<file path="src/include/clock_mode_pkg.sv">
// Constants, register map and types of the clock mode and low-voltage block
package clock_mode_pkg;

   ////////////////////////////////////////////////////////////////////////////
   // Timing
   localparam int unsigned CLOCK_PERIOD_PS = 5000;
   // Least dead time with both bus clock gates closed during a switch
   localparam int unsigned SWITCH_GAP_NS = 20;
   localparam int unsigned SWITCH_GAP_CYCLES =
      (SWITCH_GAP_NS * 1000 + CLOCK_PERIOD_PS - 1) / CLOCK_PERIOD_PS;

   ////////////////////////////////////////////////////////////////////////////
   // Register byte addresses
   localparam logic [7:0] LV_CTRL_ADDR = 8'h00;
   localparam logic [7:0] CLK_CTRL_ADDR = 8'h04;
   localparam logic [7:0] FLAGS_ADDR = 8'h08;
   localparam logic [7:0] IRQ_EN_ADDR = 8'h0C;

   // Low-voltage control fields
   localparam int unsigned LV_STATUS_BIT = 2;
   localparam int unsigned LV_IE_BIT = 1;
   localparam int unsigned LV_FLAG_BIT = 0;

   // Clock control fields
   localparam int unsigned PLL_SEL_BIT = 0;
   localparam int unsigned OSC_EN_BIT = 1;
   localparam int unsigned WDT_SRC_LSB = 2;
   localparam int unsigned RTI_SRC_LSB = 4;

   // Status flag fields; enables sit at the positions of their flags
   localparam int unsigned LOCK_BIT = 0;
   localparam int unsigned OSCV_BIT = 1;
   localparam int unsigned LOCK_CHG_BIT = 2;
   localparam int unsigned OSCV_CHG_BIT = 3;
   localparam int unsigned BUS_OSC_BIT = 4;
   localparam int unsigned MODE_LSB = 5;

   localparam logic [1:0] RESP_OKAY = 2'h0;
   localparam logic [1:0] RESP_SLVERR = 2'h2;
   localparam logic [31:0] READ_ZERO = 32'h0000_0000;

   ////////////////////////////////////////////////////////////////////////////
   // Types
   typedef enum logic [1:0]
   {
      SRC_INTERNAL_REF = 2'b00,
      SRC_OSC = 2'b01,
      SRC_RC = 2'b10
   } clk_src_t;

   typedef enum logic [1:0]
   {
      MODE_PLL_ENGAGED_INTERNAL = 2'b00,
      MODE_PLL_ENGAGED_EXTERNAL = 2'b01,
      MODE_PLL_BYPASSED_EXTERNAL = 2'b10
   } clock_mode_t;

   typedef enum logic [1:0]
   {
      SW_ON_PLL = 2'b00,
      SW_GAP_TO_OSC = 2'b01,
      SW_ON_OSC = 2'b10,
      SW_GAP_TO_PLL = 2'b11
   } switch_state_t;

endpackage : clock_mode_pkg

</file>
<file path="src/rtl/clock_mode_and_low_voltage_monitor.sv">
// Clock mode control, bus clock switch and low-voltage monitor with AXI4-Lite
//
// Design decisions made here: the register addresses and the AXI4-Lite interface to the registers.
`timescale 1ns/1ps
module clock_mode_and_low_voltage_monitor #(
   parameter int unsigned ADDR_WIDTH = 8,
   parameter int unsigned GAP_CYCLES = clock_mode_pkg::SWITCH_GAP_CYCLES
)(
   input wire logic clock, // 200 MHz bus clock
   input wire logic resetn, // Async reset, active low
   input wire logic analogSupplyLow, // Comparator: supply below threshold
   input wire logic reducedPowerMode, // Chip in reduced-power mode
   input wire logic pllLock, // PLL lock indicator
   input wire logic oscStartupDone, // Oscillator start-up complete
   output logic lowVoltageIrq, // Low-voltage request
   output logic statusIrq, // Lock / oscillator status request
   output logic pllGateEnable, // Bus clock gate for PLL clock
   output logic oscGateEnable, // Bus clock gate for oscillator clock
   output logic oscillatorEnable, // Oscillator running
   output logic pllRefFromOsc, // PLL reference is the oscillator
   output logic pllDivideByFour, // PLL output = VCO / 4
   output logic canOscClockEnable, // Oscillator clock to CAN controller
   output logic [1:0] watchdogClockSel, // Watchdog clock source
   output logic [1:0] rtiClockSel, // Real-time interrupt clock source
   output logic [1:0] clockMode, // Present clock mode
   input wire logic [ADDR_WIDTH-1:0] s_axi_awaddr, // Write address
   input wire logic s_axi_awvalid, // Write address valid
   output logic s_axi_awready, // Write address ready
   input wire logic [31:0] s_axi_wdata, // Write data
   input wire logic [3:0] s_axi_wstrb, // Write strobes
   input wire logic s_axi_wvalid, // Write data valid
   output logic s_axi_wready, // Write data ready
   output logic [1:0] s_axi_bresp, // Write response
   output logic s_axi_bvalid, // Write response valid
   input wire logic s_axi_bready, // Write response ready
   input wire logic [ADDR_WIDTH-1:0] s_axi_araddr, // Read address
   input wire logic s_axi_arvalid, // Read address valid
   output logic s_axi_arready, // Read address ready
   output logic [31:0] s_axi_rdata, // Read data
   output logic [1:0] s_axi_rresp, // Read response
   output logic s_axi_rvalid, // Read data valid
   input wire logic s_axi_rready // Read data ready
);

   ////////////////////////////////////////////////////////////////////////////
   // Parameter checks, refused at elaboration
   if (ADDR_WIDTH < 4 || ADDR_WIDTH > 8)
   begin : gBadAddrWidth
      $error("ADDR_WIDTH must lie in 4..8");
   end
   // Gap counter is eight bits wide
   if (GAP_CYCLES < 1 || GAP_CYCLES > 255)
   begin : gBadGapCycles
      $error("GAP_CYCLES must lie in 1..255");
   end

   // Decode a word address against a register address
   function automatic logic hit(input logic [ADDR_WIDTH-1:0] a,
                                input logic [7:0] reg_addr);
      hit = (8'(a) & 8'hFC) == reg_addr;
   endfunction : hit

   // Map a written source code; the unused code falls back to internal ref
   function automatic logic [1:0] srcFix(input logic [1:0] code);
      srcFix = (code == 2'b11) ? clock_mode_pkg::SRC_INTERNAL_REF : code;
   endfunction : srcFix

   ////////////////////////////////////////////////////////////////////////////
   // Write channel capture: address and data taken in either order
   logic [ADDR_WIDTH-1:0] wrAddr_reg;
   logic [31:0] wrData_reg;
   logic [3:0] wrStrb_reg;
   logic awGot_reg, wGot_reg, wrDo;

   assign wrDo = awGot_reg && wGot_reg && !s_axi_bvalid;

   always_ff @(posedge clock or negedge resetn)
   begin
      if (!resetn)
      begin
         awGot_reg <= 1'b0;
         wGot_reg <= 1'b0;
         wrAddr_reg <= '0;
         wrData_reg <= 32'h0000_0000;
         wrStrb_reg <= 4'h0;
         s_axi_awready <= 1'b1;
         s_axi_wready <= 1'b1;
      end
      else
      begin
         if (s_axi_awvalid && s_axi_awready)
         begin
            wrAddr_reg <= s_axi_awaddr;
            awGot_reg <= 1'b1;
            s_axi_awready <= 1'b0;
         end
         if (s_axi_wvalid && s_axi_wready)
         begin
            wrData_reg <= s_axi_wdata;
            wrStrb_reg <= s_axi_wstrb;
            wGot_reg <= 1'b1;
            s_axi_wready <= 1'b0;
         end
         if (s_axi_bvalid && s_axi_bready)
         begin
            awGot_reg <= 1'b0;
            wGot_reg <= 1'b0;
            s_axi_awready <= 1'b1;
            s_axi_wready <= 1'b1;
         end
      end
   end

   // Write response one cycle after both halves are held
   always_ff @(posedge clock or negedge resetn)
   begin
      if (!resetn)
      begin
         s_axi_bvalid <= 1'b0;
         s_axi_bresp <= clock_mode_pkg::RESP_OKAY;
      end
      else if (wrDo)
      begin
         s_axi_bvalid <= 1'b1;
         s_axi_bresp <= (hit(wrAddr_reg, clock_mode_pkg::LV_CTRL_ADDR) ||
                         hit(wrAddr_reg, clock_mode_pkg::CLK_CTRL_ADDR) ||
                         hit(wrAddr_reg, clock_mode_pkg::FLAGS_ADDR) ||
                         hit(wrAddr_reg, clock_mode_pkg::IRQ_EN_ADDR)) ?
                        clock_mode_pkg::RESP_OKAY :
                        clock_mode_pkg::RESP_SLVERR;
      end
      else if (s_axi_bready)
         s_axi_bvalid <= 1'b0;
   end

   // Byte lane 0 carries every field
   logic wrLv, wrClk, wrFlg, wrIen;
   assign wrLv = wrDo && wrStrb_reg[0] &&
                 hit(wrAddr_reg, clock_mode_pkg::LV_CTRL_ADDR);
   assign wrClk = wrDo && wrStrb_reg[0] &&
                  hit(wrAddr_reg, clock_mode_pkg::CLK_CTRL_ADDR);
   assign wrFlg = wrDo && wrStrb_reg[0] &&
                  hit(wrAddr_reg, clock_mode_pkg::FLAGS_ADDR);
   assign wrIen = wrDo && wrStrb_reg[0] &&
                  hit(wrAddr_reg, clock_mode_pkg::IRQ_EN_ADDR);

   ////////////////////////////////////////////////////////////////////////////
   // Low-voltage monitor
   logic lvStatus_reg, lvStatus_next, low_voltage_irq_enable_reg, lvFlag_reg;

   assign lvStatus_next = analogSupplyLow && !reducedPowerMode;

   always_ff @(posedge clock or negedge resetn)
   begin
      if (!resetn)
         lvStatus_reg <= 1'b0;
      else
         lvStatus_reg <= lvStatus_next;
   end

   always_ff @(posedge clock or negedge resetn)
   begin
      if (!resetn)
         low_voltage_irq_enable_reg <= 1'b0;
      else if (wrLv)
         low_voltage_irq_enable_reg <= wrData_reg[clock_mode_pkg::LV_IE_BIT];
   end

   // set on change; wins over a clear in the same cycle
   always_ff @(posedge clock or negedge resetn)
   begin
      if (!resetn)
         lvFlag_reg <= 1'b0;
      else if (lvStatus_next != lvStatus_reg)
         lvFlag_reg <= 1'b1;
      else if (wrLv && wrData_reg[clock_mode_pkg::LV_FLAG_BIT])
         lvFlag_reg <= 1'b0;
   end

   always_ff @(posedge clock or negedge resetn)
   begin
      if (!resetn)
         lowVoltageIrq <= 1'b0;
      else
         lowVoltageIrq <= low_voltage_irq_enable_reg && lvFlag_reg;
   end

   ////////////////////////////////////////////////////////////////////////////
   // Oscillator and lock status
   logic oscValid_reg, oscValid_next, lock_reg;
   logic [1:0] chgFlag_reg, chgIe_reg;

   assign oscValid_next = pllLock && oscillatorEnable && oscStartupDone;

   always_ff @(posedge clock or negedge resetn)
   begin
      if (!resetn)
      begin
         oscValid_reg <= 1'b0;
         lock_reg <= 1'b0;
      end
      else
      begin
         oscValid_reg <= oscValid_next;
         lock_reg <= pllLock;
      end
   end

   // Change flags: hardware set beats a software one-to-clear
   always_ff @(posedge clock or negedge resetn)
   begin
      if (!resetn)
         chgFlag_reg <= 2'b00;
      else
      begin
         if (pllLock != lock_reg)
            chgFlag_reg[0] <= 1'b1;
         else if (wrFlg && wrData_reg[clock_mode_pkg::LOCK_CHG_BIT])
            chgFlag_reg[0] <= 1'b0;
         if (oscValid_next != oscValid_reg)
            chgFlag_reg[1] <= 1'b1;
         else if (wrFlg && wrData_reg[clock_mode_pkg::OSCV_CHG_BIT])
            chgFlag_reg[1] <= 1'b0;
      end
   end

   always_ff @(posedge clock or negedge resetn)
   begin
      if (!resetn)
         chgIe_reg <= 2'b00;
      else if (wrIen)
         chgIe_reg <= wrData_reg[clock_mode_pkg::OSCV_CHG_BIT:
                                 clock_mode_pkg::LOCK_CHG_BIT];
   end

   always_ff @(posedge clock or negedge resetn)
   begin
      if (!resetn)
         statusIrq <= 1'b0;
      else
         statusIrq <= |(chgFlag_reg & chgIe_reg);
   end

   ////////////////////////////////////////////////////////////////////////////
   // Clock control register
   logic pllSelect_reg, oscLost;
   assign oscLost = oscValid_reg && !oscValid_next;

   // reset into engaged internal mode (PLL selected, oscillator off)
   // oscillator loss forces PLL select, over any software write
   always_ff @(posedge clock or negedge resetn)
   begin
      if (!resetn)
         pllSelect_reg <= 1'b1;
      else if (oscLost)
         pllSelect_reg <= 1'b1;
      else if (wrClk)
         pllSelect_reg <= wrData_reg[clock_mode_pkg::PLL_SEL_BIT];
   end

   // watchdog and REAL_TIME_INTERRUPT clock source choices
   always_ff @(posedge clock or negedge resetn)
   begin
      if (!resetn)
      begin
         oscillatorEnable <= 1'b0;
         watchdogClockSel <= clock_mode_pkg::SRC_INTERNAL_REF;
         rtiClockSel <= clock_mode_pkg::SRC_INTERNAL_REF;
      end
      else if (wrClk)
      begin
         oscillatorEnable <= wrData_reg[clock_mode_pkg::OSC_EN_BIT];
         watchdogClockSel <= srcFix(wrData_reg[clock_mode_pkg::WDT_SRC_LSB+:2]);
         rtiClockSel <= srcFix(wrData_reg[clock_mode_pkg::RTI_SRC_LSB+:2]);
      end
   end

   // oscillator feeds the PLL reference whenever oscillatorEnable is set
   // CAN oscillator clock only while oscillator valid
   always_ff @(posedge clock or negedge resetn)
   begin
      if (!resetn)
      begin
         pllRefFromOsc <= 1'b0;
         canOscClockEnable <= 1'b0;
         clockMode <= clock_mode_pkg::MODE_PLL_ENGAGED_INTERNAL;
      end
      else
      begin
         pllRefFromOsc <= oscillatorEnable;
         canOscClockEnable <= oscValid_next;
         clockMode <= !pllSelect_reg ?
                      clock_mode_pkg::MODE_PLL_BYPASSED_EXTERNAL :
                      oscillatorEnable ?
                      clock_mode_pkg::MODE_PLL_ENGAGED_EXTERNAL :
                      clock_mode_pkg::MODE_PLL_ENGAGED_INTERNAL;
      end
   end

   // VCO / 4 from oscillator loss until the PLL locks again
   always_ff @(posedge clock or negedge resetn)
   begin
      if (!resetn)
         pllDivideByFour <= 1'b0;
      else if (pllLock && !lock_reg)
         pllDivideByFour <= 1'b0;
      else if (oscLost)
         pllDivideByFour <= 1'b1;
   end

   ////////////////////////////////////////////////////////////////////////////
   // Bus clock switch: break before make, with a dead gap
   clock_mode_pkg::switch_state_t swState_reg;
   logic [7:0] gapCount_reg;

   // both gates closed for GAP_CYCLES between sources
   always_ff @(posedge clock or negedge resetn)
   begin
      if (!resetn)
      begin
         swState_reg <= clock_mode_pkg::SW_ON_PLL;
         gapCount_reg <= 8'h00;
         pllGateEnable <= 1'b1;
         oscGateEnable <= 1'b0;
      end
      else
      begin
         case (swState_reg)
            clock_mode_pkg::SW_ON_PLL:
               if (!pllSelect_reg && oscValid_reg)
               begin
                  swState_reg <= clock_mode_pkg::SW_GAP_TO_OSC;
                  pllGateEnable <= 1'b0;
                  gapCount_reg <= 8'(GAP_CYCLES);
               end
            clock_mode_pkg::SW_GAP_TO_OSC:
               if (pllSelect_reg || !oscValid_reg)
               begin
                  swState_reg <= clock_mode_pkg::SW_GAP_TO_PLL;
                  gapCount_reg <= 8'(GAP_CYCLES);
               end
               else if (gapCount_reg > 8'h01)
                  gapCount_reg <= gapCount_reg - 8'h01;
               else
               begin
                  swState_reg <= clock_mode_pkg::SW_ON_OSC;
                  oscGateEnable <= 1'b1;
               end
            clock_mode_pkg::SW_ON_OSC:
               // fall back to the PLL clock
               if (pllSelect_reg || !oscValid_reg)
               begin
                  swState_reg <= clock_mode_pkg::SW_GAP_TO_PLL;
                  oscGateEnable <= 1'b0;
                  gapCount_reg <= 8'(GAP_CYCLES);
               end
            clock_mode_pkg::SW_GAP_TO_PLL:
               if (gapCount_reg > 8'h01)
                  gapCount_reg <= gapCount_reg - 8'h01;
               else
               begin
                  swState_reg <= clock_mode_pkg::SW_ON_PLL;
                  pllGateEnable <= 1'b1;
               end
            default:
               swState_reg <= clock_mode_pkg::SW_GAP_TO_PLL;
         endcase
      end
   end

   ////////////////////////////////////////////////////////////////////////////
   // Read channel: data one cycle after the address is taken
   logic [31:0] rdWord;
   always_comb
   begin
      rdWord = clock_mode_pkg::READ_ZERO;
      if (hit(s_axi_araddr, clock_mode_pkg::LV_CTRL_ADDR))
      begin
         rdWord[clock_mode_pkg::LV_STATUS_BIT] = lvStatus_reg;
         rdWord[clock_mode_pkg::LV_IE_BIT] = low_voltage_irq_enable_reg;
         rdWord[clock_mode_pkg::LV_FLAG_BIT] = lvFlag_reg;
      end
      else if (hit(s_axi_araddr, clock_mode_pkg::CLK_CTRL_ADDR))
      begin
         rdWord[clock_mode_pkg::PLL_SEL_BIT] = pllSelect_reg;
         rdWord[clock_mode_pkg::OSC_EN_BIT] = oscillatorEnable;
         rdWord[clock_mode_pkg::WDT_SRC_LSB+:2] = watchdogClockSel;
         rdWord[clock_mode_pkg::RTI_SRC_LSB+:2] = rtiClockSel;
      end
      else if (hit(s_axi_araddr, clock_mode_pkg::FLAGS_ADDR))
      begin
         rdWord[clock_mode_pkg::LOCK_BIT] = lock_reg;
         rdWord[clock_mode_pkg::OSCV_BIT] = oscValid_reg;
         rdWord[clock_mode_pkg::LOCK_CHG_BIT] = chgFlag_reg[0];
         rdWord[clock_mode_pkg::OSCV_CHG_BIT] = chgFlag_reg[1];
         rdWord[clock_mode_pkg::BUS_OSC_BIT] = oscGateEnable;
         rdWord[clock_mode_pkg::MODE_LSB+:2] = clockMode;
      end
      else if (hit(s_axi_araddr, clock_mode_pkg::IRQ_EN_ADDR))
         rdWord[clock_mode_pkg::OSCV_CHG_BIT:
                clock_mode_pkg::LOCK_CHG_BIT] = chgIe_reg;
   end

   // every register readable at any time
   always_ff @(posedge clock or negedge resetn)
   begin
      if (!resetn)
      begin
         s_axi_arready <= 1'b1;
         s_axi_rvalid <= 1'b0;
         s_axi_rdata <= clock_mode_pkg::READ_ZERO;
         s_axi_rresp <= clock_mode_pkg::RESP_OKAY;
      end
      else if (s_axi_arvalid && s_axi_arready)
      begin
         s_axi_arready <= 1'b0;
         s_axi_rvalid <= 1'b1;
         s_axi_rdata <= rdWord;
         s_axi_rresp <= (hit(s_axi_araddr, clock_mode_pkg::LV_CTRL_ADDR) ||
                         hit(s_axi_araddr, clock_mode_pkg::CLK_CTRL_ADDR) ||
                         hit(s_axi_araddr, clock_mode_pkg::FLAGS_ADDR) ||
                         hit(s_axi_araddr, clock_mode_pkg::IRQ_EN_ADDR)) ?
                        clock_mode_pkg::RESP_OKAY :
                        clock_mode_pkg::RESP_SLVERR;
      end
      else if (s_axi_rvalid && s_axi_rready)
      begin
         s_axi_rvalid <= 1'b0;
         s_axi_arready <= 1'b1;
      end
   end

   ////////////////////////////////////////////////////////////////////////////
   // Assertions
   logic [7:0] deadRun_reg;
   always_ff @(posedge clock or negedge resetn)
   begin
      if (!resetn)
         deadRun_reg <= 8'hFF;
      else if (pllGateEnable || oscGateEnable)
         deadRun_reg <= 8'h00;
      else if (deadRun_reg != 8'hFF)
         deadRun_reg <= deadRun_reg + 8'h01;
   end
endmodule : clock_mode_and_low_voltage_monitor

</file>
<file path="config.mk">
export PLATFORM = sky130hd
export DESIGN_NAME = clock_mode_and_low_voltage_monitor
export DESIGN_NICKNAME = d
export VERILOG_FILES = /design/src/include/clock_mode_pkg.sv /design/src/rtl/clock_mode_and_low_voltage_monitor.sv
export SDC_FILE = /design/constraint.sdc
export NUM_CORES = 1
export LEC_CHECK = 0
export BUFFER_PORTS_ARGS = -buffer_cell sky130_fd_sc_hd__buf_2
export CAP_MARGIN = 20
export CORE_MARGIN = 1.5
export CORE_UTILIZATION = 49
export DETAILED_ROUTE_END_ITERATION = 8
export MAX_ROUTING_LAYER = met4
export PLACE_DENSITY = 0.8
export SETUP_SLACK_MARGIN = 0.4
export SLEW_MARGIN = 20
export SYNTH_ARGS = -nofsm -noshare
export SYNTH_HDL_FRONTEND = slang
export SYNTH_SLANG_ARGS = --single-unit
</file>
<file path="constraint.sdc">
create_clock -name clock -period 2 [get_ports clock]
set_input_delay 0.4 -clock clock [delete_from_list [all_inputs] [get_ports clock]]
set_output_delay 0.4 -clock clock [all_outputs]
set_load 0.03 [all_outputs]
</file>
==> out/qor.csv, run 1 <==
metric,value,unit
Util after Layout,66.9,%
Hold WC Path Type,in -> reg,
Avg WL per Cell,15.8,um
Detailed Place HPWL,4.39,mm
io pins,118,
status,completed,
most frequent cells in the layout,"57 x buf_2, 54 x dfrtp_1, 27 x conb_1, 23 x buf_4, 16 x mux2_2",
clock sink count,62,
Post-synth EDFFs,0,
CP Launch Type,register,
CP required,2.23,ns
number of antenna-violating nets in the routed design,0,
synthesized area,3080,um^2
layout cell share with drive strength beyond 1,46.3,%
RSZ-0062 raised after global routing,true,
Fin. Hold Viols,0,
"commonest non-fill, non-tap cell in the layout",buf_2,
Syn Inst Count,267,
peak ir drop on the vdd network,0.786,mV
Clock Path Buffers,2,
ys flop type,dfrtp_1,
largest net degree at the start of global routing,31,
Final Non-Filler Cells,440,
GP Congestion,0.855,
max reg flops,8,
Leakage Power,1.93,nW
Final Hold Slack,0.212,ns
f_max,516,MHz
All-Layer GR Usage,21.2,%
cells on worst reg2reg path,4,
Clock Latency Late Sink,0.35,ns
first-pass GRT wire length,10.1,mm
Final Setup Violations,0,
Die Span X,82.2,um
Cell Pwr Density,1390,nW/um^2
sequential area share after synthesis,50.6,%
Period minus WS final,1.94,ns
number of remaining DRC errors,0,
skew final,0.00898,ns
drt total wl,6.96,mm
Core Footprint,5990,um^2
vias post-DR,2290,
GRT Residual Overflow,0,
# fillers,450,
DIE HEIGHT,82.2,um
Critical Path AT,2.17,ns
Via density,5.20,
clock-pin slew on the worst setup and hold paths,0.07,ns
Max Slew Vio Count,0,
Synth-to-Final Area Change,30.3,%
IO Port Bufs,57,
Initial DRC Count,128,
Pre-Repair DR Iteration Count,4,
clock buffer count from CTS,9,
hold path depth,1,
crit end category,register,
# placed instances,403,
syn_area_per_cell,11.5,um^2
n_diodes,0,
CTS root buffer,clkbuf_8,
initial antenna violation count,0,
post-synthesis async set-or-reset flop share,100,%
TNS Setup,0,ns
Tcrit/Tclk final,96.9,%
full die area,6760,um^2
vias in the first global route,2217,
max_cap viols,0,
CTS tree,built,
Synth Warn #,0,
classification of the worst setup path,reg -> reg,
post-synth cell types,51,
nets,432,
#FFs+latches synth,62,
Initial Util,51.4,%
H-tree depth,3,
crit-path max FO,4,
row count,28,
==> layout make-up <==
| class | instances | area [um^2] | share of cell area [%] |
|---|---|---|---|
| flip-flops and latches | 62 | 1560 | 39.0 |
| multi-input cells | 184 | 1570 | 39.1 |
| clock buffers | 13 | 159 | 3.97 |
| inverters | 16 | 62.6 | 1.56 |
| well taps | 75 | 93.8 | 2.34 |
| repair buffers | 87 | 544 | 13.6 |
| clock inverters | 3 | 20.0 | 0.500 |
==> worst paths after layout <==
kind / from / to / slack [ns]
max: gapCount_reg[5]$_DFFE_PN0P_ / swState_reg[1]$_DFFE_PN0P_ / 0.06
min: pllLock / lock_reg$_DFF_PN0_ / 0.21
max reg2reg: gapCount_reg[5]$_DFFE_PN0P_ / swState_reg[1]$_DFFE_PN0P_ / 0.06
min reg2reg: s_axi_wready$_DFFE_PN1P_ / s_axi_wready$_DFFE_PN1P_ / 0.50
max in group asynchronous: resetn / pllSelect_reg$_DFFE_PN1P_ / 0.89
min in group asynchronous: resetn / s_axi_rdata[3]$_DFFE_PN0P_ / 0.48
==> cell families (layout without fill, tap and decap cells) <==
logic type / count (synthesis) / count (layout) / share of synthesized area (%)
xor+xnor: 2 / 2 / 0.569
simple gates: 61 / 61 / 11.5
flops: 62 / 62 / 50.6
mux: 30 / 30 / 11.9
fa+ha+maj: 9 / 9 / 3.66
other cells: 1 / 27 / 0.122
compound gates: 55 / 55 / 12.4
buf+inv: 47 / 119 / 9.19
==> synth_stat cells (2+ instances only) <==
library cell / n / area, um^2
inv_1: 16 / 60.1
mux2_2: 18 / 203
o31ai_1: 2 / 15.0
clkbuf_1: 2 / 7.51
nor2b_1: 7 / 43.8
nand3b_1: 2 / 15.0
nor2_1: 14 / 52.6
nor3_1: 2 / 10.0
or4_1: 2 / 15.0
dfrtp_1: 57 / 1430
dfstp_2: 5 / 131
o21ai_0: 9 / 45.0
o21a_1: 2 / 15.0
nand3_1: 5 / 25.0
buf_4: 28 / 210
a21oi_1: 16 / 80.1
mux2_4: 6 / 90.1
and2_1: 3 / 18.8
mux2i_1: 5 / 50.1
a22o_1: 10 / 87.6
nor4_1: 2 / 12.5
nand2_1: 10 / 37.5
o21ai_1: 4 / 20.0
or3_1: 5 / 31.3
ha_1: 9 / 113
==> worst max-delay path, cell delays in order, from the launching register on <==
cell	delay, ns
dfrtp_1	0.43
or4_4	0.57
nor4_4	0.30
a22o_4	0.23
mux2_4	0.30
==> metal layers <==
layer,GRT usage [%],up-vias,wire (um)
li1,-,1085,-
met1,25.6,1098,3100
met2,32.5,95,3370
met3,6.26,12,377
met4,10.2,0,119
met5,-,-,0
==> stage by stage <==
| stage | worst slack, ns | instance area (um^2) | total power [mW] |
|---|---|---|---|
| 2_1_floorplan | 0.242 | 3190 | 3.36 |
| 3_3_place_gp | 0.0893 | 3420 | 3.75 |
| 3_5_place_dp | 0.0480 | 3420 | 3.84 |
| 4_1_cts | 0.143 | 3850 | 5.23 |
| 5_1_grt | 0.0266 | 4010 | 5.89 |
| 6_report | 0.0626 | 4010 | 5.58 |
==> where the power goes <==
part | total (mW) | switching [mW] | leakage [nW] | internal (mW)
Clock | 0.998 | 0.482 | 0.0857 | 0.516
Sequential | 2.05 | 0.395 | 0.765 | 1.66
Combinational | 2.52 | 1.36 | 1.07 | 1.16
==> what timing repair did <==
item / CTS / global route
endpoints found under the hold margin: 11 / 0
setup buffers: 15 / 5
setup endpoints to repair: 21 / 22
hold buffers: 1 / 0
gates cloned: 0 / 0
gates resized for setup: 29 / 20
pin swaps: 10 / 8
Note: power is estimated with default switching activity, not from simulation.
==> run 2: changes to the inputs <==
BUFFER_PORTS_ARGS = default   (was -buffer_cell sky130_fd_sc_hd__buf_2)
CAP_MARGIN = default   (was 20)
CORE_UTILIZATION = 50   (was 49)
DONT_BUFFER_PORTS = 1   (was default)
PLACE_DENSITY = default   (was 0.8)
==> run 2 against run 1 <==
Against the previous run:
- the run now ends with hold timing left
- core utilization down 6.8 points
- largest power group is now sequential cells
- die area is 1.9% lower
- maximum frequency is 5.7% higher
- global-route usage is 2.0 points lower
- combinational power is 25% lower
- worst hold slack got worse by 0.46 ns
- first-iteration DRC count decreased by 59%
- cell count decreased by 13%
==> out/qor.csv, run 2 (synthesis gave the netlist of run 1 again) <==
metric,value,unit
crit-path cells,or4_4 -> nor4_4 -> a22o_4 -> mux2_4,
vias post-DR,2025,
footprint of the multi-input gates,1440,um^2
All-Layer GR Usage,19.2,%
nets,376,
GP Congestion,0.796,
clock buffer count from CTS,9,
Cell Pwr Density,1420,nW/um^2
crit-path max FO,4,
number of remaining DRC errors,0,
CTS tree,built,
Via density,5.27,
Avg WL per Cell,15.3,um
H-tree depth,3,
"commonest non-fill, non-tap cell in the layout",dfrtp_1,
Fin. Hold Viols,62,
Critical Path AT,2.05,ns
status,"finished, violations left",
layout cell share with drive strength beyond 1,32.0,%
peak ir drop on the vdd network,0.807,mV
f_max,545,MHz
# fillers,535,
drt total wl,5.89,mm
critical path's top delay family,simple AND/OR/NAND/NOR gates,
RSZ-0062 raised after global routing,true,
Hold WC Path Type,in -> async,
Final Power,5.04,mW
skew final,0.00870,ns
io pins,118,
Die Span X,81.4,um
CP Launch Type,register,
CTS root buffer,clkbuf_8,
CP bufs+invs,0,
Core Footprint,5920,um^2
DIE HEIGHT,81.4,um
n_diodes,0,
Period minus WS final,1.83,ns
vias in the first global route,1979,
failing checks,hold timing,
Final Setup Violations,0,
Tcrit/Tclk final,91.7,%
Clock Path Buffers,2,
initial antenna violation count,0,
classification of the worst setup path,reg -> reg,
Synth-to-Final Area Change,15.7,%
max_cap viols,0,
number of antenna-violating nets in the routed design,0,
Initial DRC Count,53,
Initial Util,52.0,%
clock-pin slew on the worst setup and hold paths,0.06,ns
first-pass GRT wire length,9.18,mm
largest net degree at the start of global routing,63,
TNS Setup,0,ns
Max Slew Vio Count,0,
Pre-Repair DR Iteration Count,4,
Register Area,1560,um^2
CP required,2.21,ns
row count,28,
max reg flops,8,
Clock Latency Late Sink,0.34,ns
most frequent cells in the layout,"54 x dfrtp_1, 29 x buf_4, 27 x conb_1, 16 x mux2_2, 15 x a21oi_1",
Detailed Place HPWL,4.07,mm
crit-path max cell delay,0.56,ns
GRT Residual Overflow,0,
IO Port Bufs,0,
Final Hold Slack,-0.246,ns
full die area,6630,um^2
clock sink count,62,
Leakage Power,1.65,nW
crit end category,register,
Crit-path slowest cell,or4_4,
==> run 2: cell count changes in the layout (fill, tap and decap cells not counted), sizes merged <==
cell,delta
clkbuf,+2
buf,-55
dlygate4sd3,-1
clkinvlp,-1
clkinv,-1
==> run 2: timing repair <==
item                       4_1_cts  5_1_grt
resized for setup                9       16
pin swaps                        4        5
setup endpoints to repair       21       23
setup buffers                    8       11
hold endpoints to repair        62       62
==> run 2: metrics by stage <==
stage          cells  area (um^2)  util [%]  setup WS, ns  hold slack, ns
3_3_place_gp     349         3140      53.1        0.0853           0.106
6_report         384         3560      60.1         0.166          -0.246
3_5_place_dp     349         3140      53.1        0.0778           0.106
5_1_grt          384         3560      60.1         0.104          -0.262
2_1_floorplan    293         3190         -         0.242           0.104
4_1_cts          373         3420      57.7         0.101          -0.258
==> run 2: area by class of cell <==
type	count	area share (%)
Clock inverter	1	0.211
Timing Repair Buffer	31	6.75
Multi-Input combinational cell	184	40.5
Clock buffer	15	4.39
Inverter	16	1.69
Tap cell	75	2.64
Sequential cell	62	43.9
==> run 2: routing by layer <==
| metal | part of all wire, % | routed length, um | global-route usage, % | vias to the layer above |
|---|---|---|---|---|
| li1 | - | - | - | 960 |
| met1 | 45 | 2650 | 25.0 | 977 |
| met2 | 46 | 2700 | 28.0 | 78 |
| met3 | 7.0 | 413 | 5.00 | 10 |
| met4 | 2.0 | 118 | 8.79 | 0 |
| met5 | 0 | 0 | - | - |
==> run 2: final timing paths <==
kind                                                  start                    endpoint  slack, ns  depth (start not counted)
worst max-delay path            gapCount_reg[4]$_DFFE_PN0P_  swState_reg[1]$_DFFE_PN0P_       0.17                          4
worst min-delay path                                 resetn    s_axi_rvalid$_DFFE_PN0P_      -0.25                          0
min in group clock                                  pllLock          lock_reg$_DFF_PN0_       0.09                          0
max in group asynchronous                            resetn   s_axi_awready$_DFFE_PN1P_       2.04                          0
worst min register to register    pllSelect_reg$_DFFE_PN1P_      clockMode[1]$_DFF_PN0_       0.46                          1
worst max register to register  gapCount_reg[4]$_DFFE_PN0P_  swState_reg[1]$_DFFE_PN0P_       0.17                          4
==> run 2: worst register-to-register path: stages, from the launching register on <==
cell and delay [ns]:
dfrtp_1 0.38, or4_4 0.56, nor4_4 0.27, a22o_4 0.22, mux2_4 0.29
==> run 2: report_power, final <==
part / total (mW) / switching (mW) / internal (mW)
sequential: 2.21 / 0.552 / 1.66
clock: 0.939 / 0.452 / 0.487
combinational: 1.89 / 0.910 / 0.978
